$ cat src/hw/dbc_pkg.sv
// Shared constants and types for the debug event and comparator A block.
package dbc_pkg;

   // ************************************************************
   // Register indices; the byte address is four times the index.
   // ************************************************************
   localparam logic [9:0] IDX_SESSION_CTRL = 10'h100;
   localparam logic [9:0] IDX_MAPPING      = 10'h101;
   localparam logic [9:0] IDX_EVENT_FLAGS  = 10'h10A;
   localparam logic [9:0] IDX_SEQ_STATUS   = 10'h10B;
   localparam logic [9:0] IDX_CMPA_CTRL    = 10'h110;
   localparam logic [9:0] IDX_CMPA_ADDR_HI = 10'h115;
   localparam logic [9:0] IDX_CMPA_ADDR_MD = 10'h116;
   localparam logic [9:0] IDX_CMPA_ADDR_LO = 10'h117;
   localparam logic [9:0] IDX_CMPA_DATA0   = 10'h118;
   localparam logic [9:0] IDX_CMPA_DATA3   = 10'h11B;
   localparam logic [9:0] IDX_CMPA_MASK0   = 10'h11C;
   localparam logic [9:0] IDX_CMPA_MASK3   = 10'h11F;

   // ************************************************************
   // Field positions and values after reset.
   // ************************************************************
   localparam int BIT_ARM          = 0;
   localparam int BIT_TRIGGER_FLAG = 6;
   localparam int BIT_EXT_FLAG     = 4;
   localparam int BIT_DATA_INV     = 6;
   localparam int BIT_INSTRUCTION_SELECT_SEL     = 5;
   localparam int BIT_DIR_VALUE    = 3;
   localparam int BIT_DIR_ENABLE   = 2;
   localparam int BIT_CMP_ENABLE   = 0;
   localparam logic [7:0]  RESET_BYTE = 8'h00;
   localparam logic [31:0] RESET_WORD = 32'h0000_0000;

   // ************************************************************
   // Sequencer field codes and comparator mapping codes.
   // ************************************************************
   localparam logic [2:0] SSF_DISARMED = 3'h0;
   localparam logic [2:0] SSF_STATE1   = 3'h1;
   localparam logic [2:0] SSF_STATE2   = 3'h2;
   localparam logic [2:0] SSF_STATE3   = 3'h3;
   localparam logic [2:0] SSF_FINAL    = 3'h4;
   localparam logic [1:0] MAP_DIRECT   = 2'h0;
   localparam logic [1:0] MAP_OUTSIDE  = 2'h2;

   // Sequencer states, one-hot.
   typedef enum logic [4:0] {
      SEQ_DISARMED = 5'h01,
      SEQ_STATE1   = 5'h02,
      SEQ_STATE2   = 5'h04,
      SEQ_STATE3   = 5'h08,
      SEQ_FINAL    = 5'h10
   } dbc_seq_type;

   // One observed processor access.
   typedef struct packed {
      logic [23:0] addr;
      logic [31:0] data;
      logic        rd;
      logic        valid;
   } dbc_access_type;

endpackage

$ cat src/hw/dbc_debug_monitor.sv
// Debug event flags, sequencer status and comparator A with APB access.
// How it works
// - Non-trigger flags set only while the session arm is already set.
// - Trigger flag sets when armed or in the very arming cycle.
// - Flags clear only on arming, so they survive session end.
// - Any number of flags may set together; none blocks another.
// - Read-only flags: trigger bit6, external bit4, matches bits 3..0.
// - State field follows each sequencer transition during a session.
// - Software disarm keeps the last state in the field.
// - Internal session end returns to disarmed and clears the field.
// - Arming enters state one and forces the field to 001.
// - Codes: 000 disarmed, 001-011 states, 100 final, rest reserved.
// - Comparator registers read anytime; writes ignored while armed.
// - Inversion bit6 picks equality or difference; ignored under instruction_select.
// - Instruction select bit5 chooses data address or program counter.
// - Direction enable bit2, value bit3 writes/reads; ignored under instruction_select.
// - Comparator enable bit0 gates every comparator A match.
// - All 24 address bits compare against the three address bytes.
// - Compare data is four bytes, most significant byte first.
// - A data bit compares only when its mask bit is one.
// - Mask register is four bytes; zero excludes, one includes a bit.
// - Range mapping uses comparator A control bits for the range.
//
// Chosen here: the APB slave port.
`timescale 1ns/1ps

module dbc_debug_monitor
   import dbc_pkg::*;
#(
   parameter int ADDR_W = 24
)(
   input  wire logic           clk_sys,
   input  wire logic           rst_n,
   input  wire logic           psel,
   input  wire logic           penable,
   input  wire logic           pwrite,
   input  wire logic [11:0]    paddr,
   input  wire logic [31:0]    pwdata,
   output logic     [31:0]     prdata,
   output logic                pready,
   output logic                pslverr,
   input  wire dbc_access_type data_access,
   input  wire dbc_access_type pc_access,
   input  wire logic [23:0]    range_upper_addr,
   input  wire logic           trigger_event,
   input  wire logic           external_event_pin,
   input  wire logic [3:1]     channel_match,
   input  wire logic           seq_goto_valid,
   input  wire logic [2:0]     seq_goto_code,
   input  wire logic           session_end_event,
   output logic                armed,
   output logic                match_a,
   output logic [2:0]          sequencer_state_field
);

   // ************************************************************
   // Elaboration check.
   // ************************************************************
   if (ADDR_W != 24) begin : g_width_check
      $error("Comparator address width must be 24.");
   end

   // ************************************************************
   // Storage.
   // ************************************************************
   logic [7:0]  comparator_a_control;
   logic [23:0] compare_address;
   logic [31:0] compare_data;
   logic [31:0] compare_data_mask;
   logic [1:0]  comparator_mapping;
   logic [6:0]  event_flags;
   dbc_seq_type seq_state;
   logic [2:0]  ext_sync;
   logic        ext_level;

   // ************************************************************
   // APB decode.
   // ************************************************************
   wire [9:0] idx          = paddr[11:2];
   wire       setup_phase  = psel && !penable;
   wire       write_done   = psel && penable && pready && pwrite;
   wire       in_data      = idx >= IDX_CMPA_DATA0 && idx <= IDX_CMPA_DATA3;
   wire       in_mask      = idx >= IDX_CMPA_MASK0 && idx <= IDX_CMPA_MASK3;
   wire [1:0] byte_sel     = idx[1:0];
   wire       hit_ctrl     = idx == IDX_SESSION_CTRL;
   wire       hit_map      = idx == IDX_MAPPING;
   wire       hit_flags    = idx == IDX_EVENT_FLAGS;
   wire       hit_status   = idx == IDX_SEQ_STATUS;
   wire       hit_cctl     = idx == IDX_CMPA_CTRL;
   wire       hit_ahi      = idx == IDX_CMPA_ADDR_HI;
   wire       hit_amd      = idx == IDX_CMPA_ADDR_MD;
   wire       hit_alo      = idx == IDX_CMPA_ADDR_LO;
   wire       mapped       = hit_ctrl || hit_map || hit_flags || hit_status ||
                             hit_cctl || hit_ahi || hit_amd || hit_alo ||
                             in_data || in_mask;
   wire       unaligned    = paddr[1:0] != 2'h0;
   wire       bad_access   = !mapped || unaligned;
   wire       good_write   = write_done && !pslverr;
   wire       cfg_write    = good_write && !armed;

   // Byte lane of a 32-bit field; byte 0 is the most significant.
   wire [4:0] lane_shift   = {~byte_sel, 3'h0};
   wire [31:0] lane_mask   = 32'h0000_00FF << lane_shift;
   wire [31:0] lane_data   = {24'h00_0000, pwdata[7:0]} << lane_shift;
   wire [31:0] data_rd     = compare_data >> lane_shift;
   wire [31:0] mask_rd     = compare_data_mask >> lane_shift;

   // Session arm set and cleared by software writes to the control word.
   wire sw_arm_set   = good_write && hit_ctrl && pwdata[BIT_ARM] && !armed;
   wire sw_disarm    = good_write && hit_ctrl && !pwdata[BIT_ARM] && armed;
   wire internal_end = armed && session_end_event && !sw_disarm;

   // Read multiplexer, sampled in the setup cycle.
   logic [7:0] read_byte;
   always_comb begin
      read_byte = 8'h00;
      if (hit_ctrl) begin
         read_byte = {7'h00, armed};
      end else if (hit_map) begin
         read_byte = {6'h00, comparator_mapping};
      end else if (hit_flags) begin
         read_byte = {1'b0, event_flags};
      end else if (hit_status) begin
         read_byte = {5'h00, sequencer_state_field};
      end else if (hit_cctl) begin
         read_byte = comparator_a_control;
      end else if (hit_ahi) begin
         read_byte = compare_address[23:16];
      end else if (hit_amd) begin
         read_byte = compare_address[15:8];
      end else if (hit_alo) begin
         read_byte = compare_address[7:0];
      end else if (in_data) begin
         read_byte = data_rd[7:0];
      end else if (in_mask) begin
         read_byte = mask_rd[7:0];
      end
   end

   // Answer one cycle after the setup cycle with registered data.
   always_ff @(posedge clk_sys) begin
      if (!rst_n) begin
         pready  <= 1'b0;
         pslverr <= 1'b0;
         prdata  <= RESET_WORD;
      end else begin
         pready  <= setup_phase;
         pslverr <= setup_phase && bad_access;
         if (setup_phase) begin
            prdata <= bad_access ? RESET_WORD : {24'h00_0000, read_byte};
         end
      end
   end

   // ************************************************************
   // Configuration registers; the flag and status words take no write.
   // ************************************************************
   // read-only ignores writes
   always_ff @(posedge clk_sys) begin
      if (!rst_n) begin
         comparator_a_control <= RESET_BYTE;
         compare_address      <= 24'h00_0000;
         comparator_mapping   <= MAP_DIRECT;
      end else if (cfg_write) begin
         if (hit_cctl) comparator_a_control <= pwdata[7:0];
         if (hit_ahi) compare_address[23:16] <= pwdata[7:0];
         if (hit_amd) compare_address[15:8] <= pwdata[7:0];
         if (hit_alo) compare_address[7:0] <= pwdata[7:0];
         if (hit_map) comparator_mapping <= pwdata[1:0];
      end
   end

   always_ff @(posedge clk_sys) begin
      if (!rst_n) begin
         compare_data      <= RESET_WORD;
         compare_data_mask <= RESET_WORD;
      end else if (cfg_write && in_data) begin
         compare_data <= (compare_data & ~lane_mask) | lane_data;
      end else if (cfg_write && in_mask) begin
         compare_data_mask <= (compare_data_mask & ~lane_mask) | lane_data;
      end
   end

   // ************************************************************
   // Comparator A.
   // ************************************************************
   wire instruction_select_sel  = comparator_a_control[BIT_INSTRUCTION_SELECT_SEL];
   wire data_inv  = comparator_a_control[BIT_DATA_INV];
   wire dir_en    = comparator_a_control[BIT_DIR_ENABLE];
   wire dir_val   = comparator_a_control[BIT_DIR_VALUE];
   wire cmp_en    = comparator_a_control[BIT_CMP_ENABLE];
   wire [23:0] obs_addr  = instruction_select_sel ? pc_access.addr : data_access.addr;
   wire        obs_valid = instruction_select_sel ? pc_access.valid : data_access.valid;
   wire addr_equal = obs_addr == compare_address;
   wire data_equal = ((data_access.data ^ compare_data) &
                      compare_data_mask) == 32'h0000_0000;
   wire data_ok    = instruction_select_sel || (data_equal ^ data_inv);
   wire dir_ok     = instruction_select_sel || !dir_en || (data_access.rd == dir_val);
   // range mode uses comparator A qualifiers
   wire range_mode = comparator_mapping != MAP_DIRECT;
   wire in_range   = obs_addr >= compare_address &&
                     obs_addr <= range_upper_addr;
   wire range_hit  = (comparator_mapping == MAP_OUTSIDE) ? !in_range
                                                          : in_range;
   wire hit_raw    = range_mode ? range_hit : (addr_equal && data_ok);
   wire next_match = cmp_en && obs_valid && dir_ok && hit_raw;

   always_ff @(posedge clk_sys) begin
      if (!rst_n) begin
         match_a <= 1'b0;
      end else begin
         match_a <= next_match;
      end
   end

   // ************************************************************
   // External event pin: three-stage synchroniser and rise detect.
   // ************************************************************
   always_ff @(posedge clk_sys) begin
      if (!rst_n) begin
         ext_sync  <= 3'h0;
         ext_level <= 1'b0;
      end else begin
         ext_sync <= {ext_sync[1:0], external_event_pin};
         if (ext_sync[1] == ext_sync[2]) ext_level <= ext_sync[2];
      end
   end
   wire ext_rise = (ext_sync[1] == ext_sync[2]) && ext_sync[2] && !ext_level;

   // ************************************************************
   // Arm control.
   // ************************************************************
   always_ff @(posedge clk_sys) begin
      if (!rst_n) begin
         armed <= 1'b0;
      end else if (sw_arm_set) begin
         armed <= 1'b1;
      end else if (sw_disarm || internal_end) begin
         armed <= 1'b0;
      end
   end

   // ************************************************************
   // Event flags.
   // ************************************************************
   // gate non-trigger flags
   wire [3:0] set_match = armed ? {channel_match, match_a} : 4'h0;
   wire       set_ext   = armed && ext_rise;
   wire       set_trigger_event  = trigger_event && (armed || sw_arm_set);
   wire [6:0] set_flags = {set_trigger_event, 1'b0, set_ext, set_match};

   always_ff @(posedge clk_sys) begin
      if (!rst_n) begin
         event_flags <= 7'h00;
      end else if (sw_arm_set) begin
         event_flags <= set_flags;
      end else begin
         event_flags <= event_flags | set_flags;
      end
   end

   // ************************************************************
   // State sequencer and its status field.
   // ************************************************************
   logic [2:0]  goto_code_ok;
   dbc_seq_type goto_state;
   always_comb begin
      goto_code_ok = 3'h0;
      goto_state   = SEQ_STATE1;
      case (seq_goto_code)
         SSF_STATE1: begin
            goto_code_ok = SSF_STATE1;
            goto_state   = SEQ_STATE1;
         end
         SSF_STATE2: begin
            goto_code_ok = SSF_STATE2;
            goto_state   = SEQ_STATE2;
         end
         SSF_STATE3: begin
            goto_code_ok = SSF_STATE3;
            goto_state   = SEQ_STATE3;
         end
         SSF_FINAL: begin
            goto_code_ok = SSF_FINAL;
            goto_state   = SEQ_FINAL;
         end
         default: begin
            goto_code_ok = 3'h0;
            goto_state   = SEQ_STATE1;
         end
      endcase
   end
   wire seq_step = armed && !sw_disarm && !internal_end && seq_goto_valid &&
                   goto_code_ok != 3'h0;

   always_ff @(posedge clk_sys) begin
      if (!rst_n) begin
         seq_state             <= SEQ_DISARMED;
         sequencer_state_field <= SSF_DISARMED;
      end else if (sw_arm_set) begin
         seq_state             <= SEQ_STATE1;
         sequencer_state_field <= SSF_STATE1;
      end else if (internal_end) begin
         seq_state             <= SEQ_DISARMED;
         sequencer_state_field <= SSF_DISARMED;
      end else if (sw_disarm) begin
         seq_state <= SEQ_DISARMED;
      end else if (seq_step) begin
         seq_state             <= goto_state;
         sequencer_state_field <= goto_code_ok;
      end
   end
endmodule

$ cat config.mk
export PLATFORM = sky130hd
export DESIGN_NAME = dbc_debug_monitor
export DESIGN_NICKNAME = d
export VERILOG_FILES = /design/src/hw/dbc_pkg.sv /design/src/hw/dbc_debug_monitor.sv
export SDC_FILE = /design/constraint.sdc
export NUM_CORES = 1
export LEC_CHECK = 0
export ABC_AREA = 1
export BUFFER_PORTS_ARGS = -buffer_cell sky130_fd_sc_hd__buf_4
export CORE_MARGIN = 2
export CORE_UTILIZATION = 25
export CTS_CLUSTER_SIZE = 25
export DETAILED_ROUTE_END_ITERATION = 8
export PLACE_DENSITY = 0.53
export SYNTH_ARGS = -nofsm -noshare
export SYNTH_HDL_FRONTEND = slang
export SYNTH_SLANG_ARGS = --single-unit
$ cat constraint.sdc
create_clock -name clk_sys -period 3.2 [get_ports clk_sys]
set_input_delay 0.32 -clock clk_sys [delete_from_list [all_inputs] [get_ports clk_sys]]
set_output_delay 0.32 -clock clk_sys [all_outputs]
set_load 0.02 [all_outputs]
==> results_dict.tcl, run 1 <==
set metrics [dict create \
    status "finished clean" \
    clk_pin_slew_ns 0.06 \
    ir_worst_vdd_uv 338 \
    rows 65 \
    finalClockSkew_ns 0.00863 \
    ys_types 46 \
    max_stage_delay_ns 0.50 \
    critical_path.most_common_cell "nand2_1" \
    core_um2 31500 \
    synthTopCellsByCount "nand2_1 (272), inv_1 (135), dfxtp_1 (123)" \
    worstMarginPinSlew_ns 0.648 \
    syn_inst 1179 \
    antenna_found_initial 0 \
    grt_max_degree 42 \
    postLayoutCoreUtil 0.318 \
    drt_iter0_markers 501 \
    cts_tree "yes" \
    crit_slowest_cell "nor4b_1" \
    setup_viol 0 \
    maxCapViolCount 0 \
    cp_cell_sequence "clkinv_1, buf_4, nand2_1, nand2_1, ha_1, nand4_1, nor3_1, nor4b_1, nand3b_1, a21oi_1" \
    clock.fmax_mhz 393 \
    floorplan.initialDensity 0.253 \
    ys_ff_latch 123 \
    synth_ff_type "dfxtp_1" \
    finalSetupTns_ns 0 \
    num_antenna_cells 0 \
    synth_most_common_cell "nand2_1" \
    cts_setup_buffers 0 \
    grt_use_total 0.161 \
    viasPerCell 4.61 \
    synth_seq_area_share 0.309 \
    first_pass_iters 5 \
    rsz0062_at_grt "false" \
    gr-total-overflow 0 \
    final_hold_viol_count 0 \
    place_area_um2 9390 \
    crit_arrival_ns 2.90 \
    ant_nets 0 \
    wl_per_cell_um 15.5 \
    final_nets 1568 \
    io_pins 238 \
    port_buffers 156 \
    grt_pass1_wl_um 41400 \
    clock_latency_ns 0.43 \
    die_area_um2 33300 \
    power_mw 4.02 \
    numCtsBuffers 17 \
    relSlewSlack 0.567 \
    die_height_um 183 \
    cp-end-kind "register" \
    synth.top_cells.by_area "dfxtp_1 (31%), nand2_1 (13%), ha_1 (7.7%)" \
    leakage_nw 4.33 \
    fin_crit_sh 0.794 \
    place_congestion 0.851 \
    first_global_vias 7399 \
    ctsLongestPathBuffers 2 \
    hold_path_class "in -> reg" \
    drive_gt1_frac 0.195 \
    clkSinkCount 123 \
    worstSetupStartpointType "register" \
    finalMaxSlewViolations 0 \
    syn_area_um2 7980 \
    final_cell_area_um2 10000 \
    clock-root-buffer "clkbuf_16" \
    cp_num_buf_inv 2 \
    syn_to_final_growth_pct 25.4 \
    avgSynthCellArea_um2 6.76 \
    cts_resized 0 \
    fin_crit_ns 2.54 \
    hpwl_um 21000 \
    yosysWarnings 0 \
    ctsHoldBuffers 0 \
    crit_family "simple AND/OR/NAND/NOR gates" \
    power-per-cell-area_nw_per_um2 402 \
    synthArstFlopShare 0 \
    synth_top_cell_by_area "dfxtp_1" \
    drt-total-wl_um 27000 \
    fp.dieW_um 183 \
    critical_path_class "reg -> reg" \
    required_ns 3.56 \
    yosysTopAreaCellShare 0.309 \
    drc 0 \
    vias 8001 \
    crit_fanout 23 \
    cts-htree-levels 4 \
    synth_edf_count 0 \
]
through the flow:
stage                     instances  hold slack [ns]  setup slack [ns]
final                          1735           0.0759             0.658
after global placement         1703            0.398             0.687
after CTS                      1735           0.0666             0.619
after floorplan                1202            0.390             0.711
after global routing           1735           0.0755             0.415
after detailed placement       1703            0.405             0.628
report_power, final:
group | total, mW | switching (mW) | internal (mW)
Sequential | 1.54 | 0.00124 | 1.53
Clock | 2.01 | 0.767 | 1.25
Combinational | 0.467 | 0.270 | 0.197
Total | 4.02 | 1.04 | 2.98
metal layers:
metal	track usage	up-vias	routed length (um)
met5	0	-	0
met4	0.0394	0	310
met3	0.0299	23	1730
met2	0.265	267	12300
met1	0.218	3577	12700
li1	-	4134	-
layout make-up:
type | count | area (um^2)
Clock inverter | 14 | 171
Multi-Input combinational cell | 864 | 4620
Inverter | 150 | 568
Tap cell | 402 | 503
Clock buffer | 18 | 439
Sequential cell | 123 | 2460
Fill cell | 3435 | 21500
Timing Repair Buffer | 164 | 1230
final timing paths:
path                                        start                      to  slack, ns  cells past startpoint
min reg2reg                ext_sync[0]$_SDFF_PN0_  ext_sync[1]$_SDFF_PN0_       0.42                      2
min                            external_event_pin  ext_sync[0]$_SDFF_PN0_       0.08                      3
max          comparator_a_control[5]$_SDFFE_PN0P_      match_a$_SDFF_PN0_       0.66                     10
max reg2reg  comparator_a_control[5]$_SDFFE_PN0P_      match_a$_SDFF_PN0_       0.66                     10
registers in the layout, summed over array words and instances, names as in the netlist:
signal and cells:
armed 1, event_flags 6, pready 1, match_a 1, sequencer_state_field 3, comparator_a_control 8, ext_sync 3, prdata 8
compare_address 24, compare_data_mask 32, compare_data 32, pslverr 1, comparator_mapping 2, ext_level 1
cell families (layout without fill, tap and decap cells):
logic type	after synthesis	in the layout	synth area share
multiplexers	1	1	0.00126
other	1	24	0.000470
flip-flops	123	123	0.309
AND/OR/NAND/NOR	494	494	0.275
AO/OA/AOI/OAI	288	288	0.206
adder cells (fa/ha/maj)	49	49	0.0769
XOR/XNOR	8	8	0.00879
buffers and inverters	215	346	0.123
tightest hold or removal path, stage by stage:
cell     delay, ns
buf_4         0.08
nand2_1       0.04
inv_1         0.04
cells in the final DEF, fill, tap and decap left out, drive strengths merged:
cell type	instances
clkbuf	18
nand3	40
nor3b	1
o22a	1
bufinv	3
clkinvlp	3
o211ai	6
a31oi	1
a211oi	49
o21bai	1
clkinv	9
nor3	11
dfxtp	123
nor4b	1
nand2	283
mux2i	1
inv	149
a22oi	1
ha	49
o21a	2
xor2	1
nor2	135
a21oi	118
o21ai	91
conb	24
xnor2	7
o2111ai	1
nand4	13
o22ai	16
o31ai	1
or2	7
nand3b	3
buf	164
Note: power is estimated with default switching activity, not from simulation.
==> run 2, diff against run 1 <==
Settings changed: ABC_AREA 1 to 0.
Clock period 3.2 ns to 2.6 ns, I/O delays scaled along.
==> results_dict.tcl, run 2 <==
set metrics [dict create \
    ys_ff_latch 123 \
    synth_ff_type "dfxtp_1" \
    wl_per_cell_um 18.1 \
    floorplan.initialDensity 0.253 \
    fin_crit_sh 1.05 \
    power-per-cell-area_nw_per_um2 487 \
    critical_path_class "reg -> reg" \
    cts-htree-levels 4 \
    status "finished with violations" \
    syn_inst 952 \
    clock-root-buffer "clkbuf_16" \
    violations "setup timing" \
    internal_power_mw 3.92 \
    cp_num_buf_inv 2 \
    synthArstFlopShare 0 \
    place_inst 1518 \
    synthTopCellsByCount "nand2_1 (176), dfxtp_1 (123), a21oi_1 (115)" \
    ant_nets 0 \
    place_area_um2 9650 \
    final_nets 1399 \
    p_seq_frac 0.365 \
    cp_cell_sequence "buf_8, buf_4, mux2_2, ha_1, o21a_1, o221ai_1, a31o_2, and4_1, or4b_4, nand3_2" \
    first_global_vias 7505 \
    grt_use_total 0.170 \
    rsz0062_at_grt "true" \
    synth_most_common_cell "nand2_1" \
    ff2ff_setup_slack_ns -0.13 \
    leakage_nw 4.24 \
    die_area_um2 32400 \
    yosysTopAreaCellShare 0.318 \
    vias 7640 \
    p_clk_frac 0.506 \
    synth_edf_count 0 \
    finalMaxSlewViolations 0 \
    power_mw 5.17 \
    finalClockSkew_ns 0.00739 \
    fin_hold_ws_ns 0.0403 \
    synth_top_cell_by_area "dfxtp_1" \
    required_ns 2.97 \
    num_antenna_cells 0 \
    relSlewSlack 0.206 \
    crit_family "simple AND/OR/NAND/NOR gates" \
    drt_iter0_markers 595 \
    numCtsBuffers 17 \
    fill_cells 3186 \
    hpwl_um 21100 \
    yosysWarnings 0 \
    drt-total-wl_um 28200 \
    crit_fanout 6 \
    ir_worst_vdd_uv 453 \
    cts_tree "yes" \
    antenna_found_initial 0 \
    max_stage_delay_ns 0.53 \
    fp.dieW_um 180 \
    die_height_um 180 \
    worstSetupStartpointType "register" \
    reg_top3 "compare_data x32, compare_data_mask x32, compare_address x24" \
    crit_arrival_ns 3.10 \
    clock.fmax_mhz 367 \
    ys_types 67 \
    syn_area_um2 7750 \
    cp-end-kind "register" \
    place_congestion 0.855 \
    final_cells 1559 \
    grt_max_degree 103 \
    maxCapViolCount 0 \
    p_switching_mw 1.25 \
    clk_pin_slew_ns 0.06 \
    final_cell_area_um2 10600 \
    p_comb_frac 0.129 \
    fin_crit_ns 2.73 \
    final_common_cell "buf_4" \
    syn_to_final_growth_pct 37.1 \
    drc 0 \
    avgSynthCellArea_um2 8.14 \
    synth.top_cells.by_area "dfxtp_1 (32%), nand2_1 (8.5%), ha_1 (7.9%)" \
    p_sw_frac 0.242 \
    final.setup.worst_slack_ns -0.126 \
    gr-total-overflow 0 \
    io_pins 238 \
    final_cell_mix "buf_4 (216), nand2_1 (176), dfxtp_1 (122)" \
    drive_gt1_frac 0.287 \
    clkSinkCount 123 \
    worstMarginPinSlew_ns 1.19 \
    clock_latency_ns 0.43 \
    viasPerCell 4.90 \
    first_pass_iters 5 \
    core_um2 30600 \
    ctsLongestPathBuffers 2 \
    grt_pass1_wl_um 43100 \
    rows 64 \
    setup_viol 1 \
    final_hold_viol_count 0 \
    synth_seq_area_share 0.318 \
    crit_slowest_cell "or4b_4" \
    port_buffers 156 \
    hold_path_class "in -> reg" \
]
## run 2: power groups by stage
stage / combinational, mW / sequential (mW) / clock (mW)
after floorplan: 0.334 / 1.93 / 0
after global placement: 0.631 / 1.93 / 0
after CTS: 0.645 / 1.89 / 2.65
after detailed placement: 0.632 / 1.93 / 0
after global routing: 0.729 / 1.89 / 2.73
final: 0.666 / 1.89 / 2.62
## run 2: area by class of cell
cell class / instances / area (um^2) / share of cell area
flip-flops and latches: 123 / 2470 / 0.232
well taps: 396 / 495 / 0.0466
clock buffers: 19 / 443 / 0.0417
clock inverters: 12 / 195 / 0.0184
inverters: 58 / 218 / 0.0205
multi-input cells: 728 / 5060 / 0.477
repair buffers: 223 / 1740 / 0.164
## run 2: final timing paths
kind,startpoint,to,depth (start not counted)
worst min-delay path,session_end_event,armed$_SDFFE_PN0P_,2
worst max register to register,comparator_a_control[5]$_SDFFE_PN0P_,match_a$_SDFF_PN0_,10
worst min register to register,ext_sync[0]$_SDFF_PN0_,ext_sync[1]$_SDFF_PN0_,1
worst max-delay path,comparator_a_control[5]$_SDFFE_PN0P_,match_a$_SDFF_PN0_,10
## run 2: through the flow
step | utilization | setup WS, ns | setup TNS (ns)
after floorplan | - | -0.0281 | -0.0281
after detailed placement | 0.315 | -0.419 | -0.419
after global placement | 0.315 | -0.371 | -0.371
after CTS | 0.342 | -0.124 | -0.124
final | 0.347 | -0.126 | -0.126
after global routing | 0.347 | -0.211 | -0.211
## run 2: repair_timing
item / in CTS / in global routing
hold buffers: 0 / 0
endpoints found under the setup margin: 1 / 1
gates resized for setup: 19 / 19
setup buffers: 6 / 3
cloned: 1 / 0
pin swaps: 8 / 13
## run 2: per-layer routing
layer,track usage,wire [um],vias up,part of all wire
met3,0.0293,1840,28,0.065
met1,0.227,12500,3565,0.44
met2,0.289,13500,311,0.48
li1,-,-,3736,-
met5,0,0,-,0
met4,0.0361,377,0,0.013
## run 2: logic make-up after synthesis
logic type | share of synthesized area
fa+ha+maj | 0.0791
flops | 0.318
mux | 0.104
other cells | 0.000484
xor+xnor | 0.0396
simple gates | 0.203
compound gates | 0.183
buf+inv | 0.0723
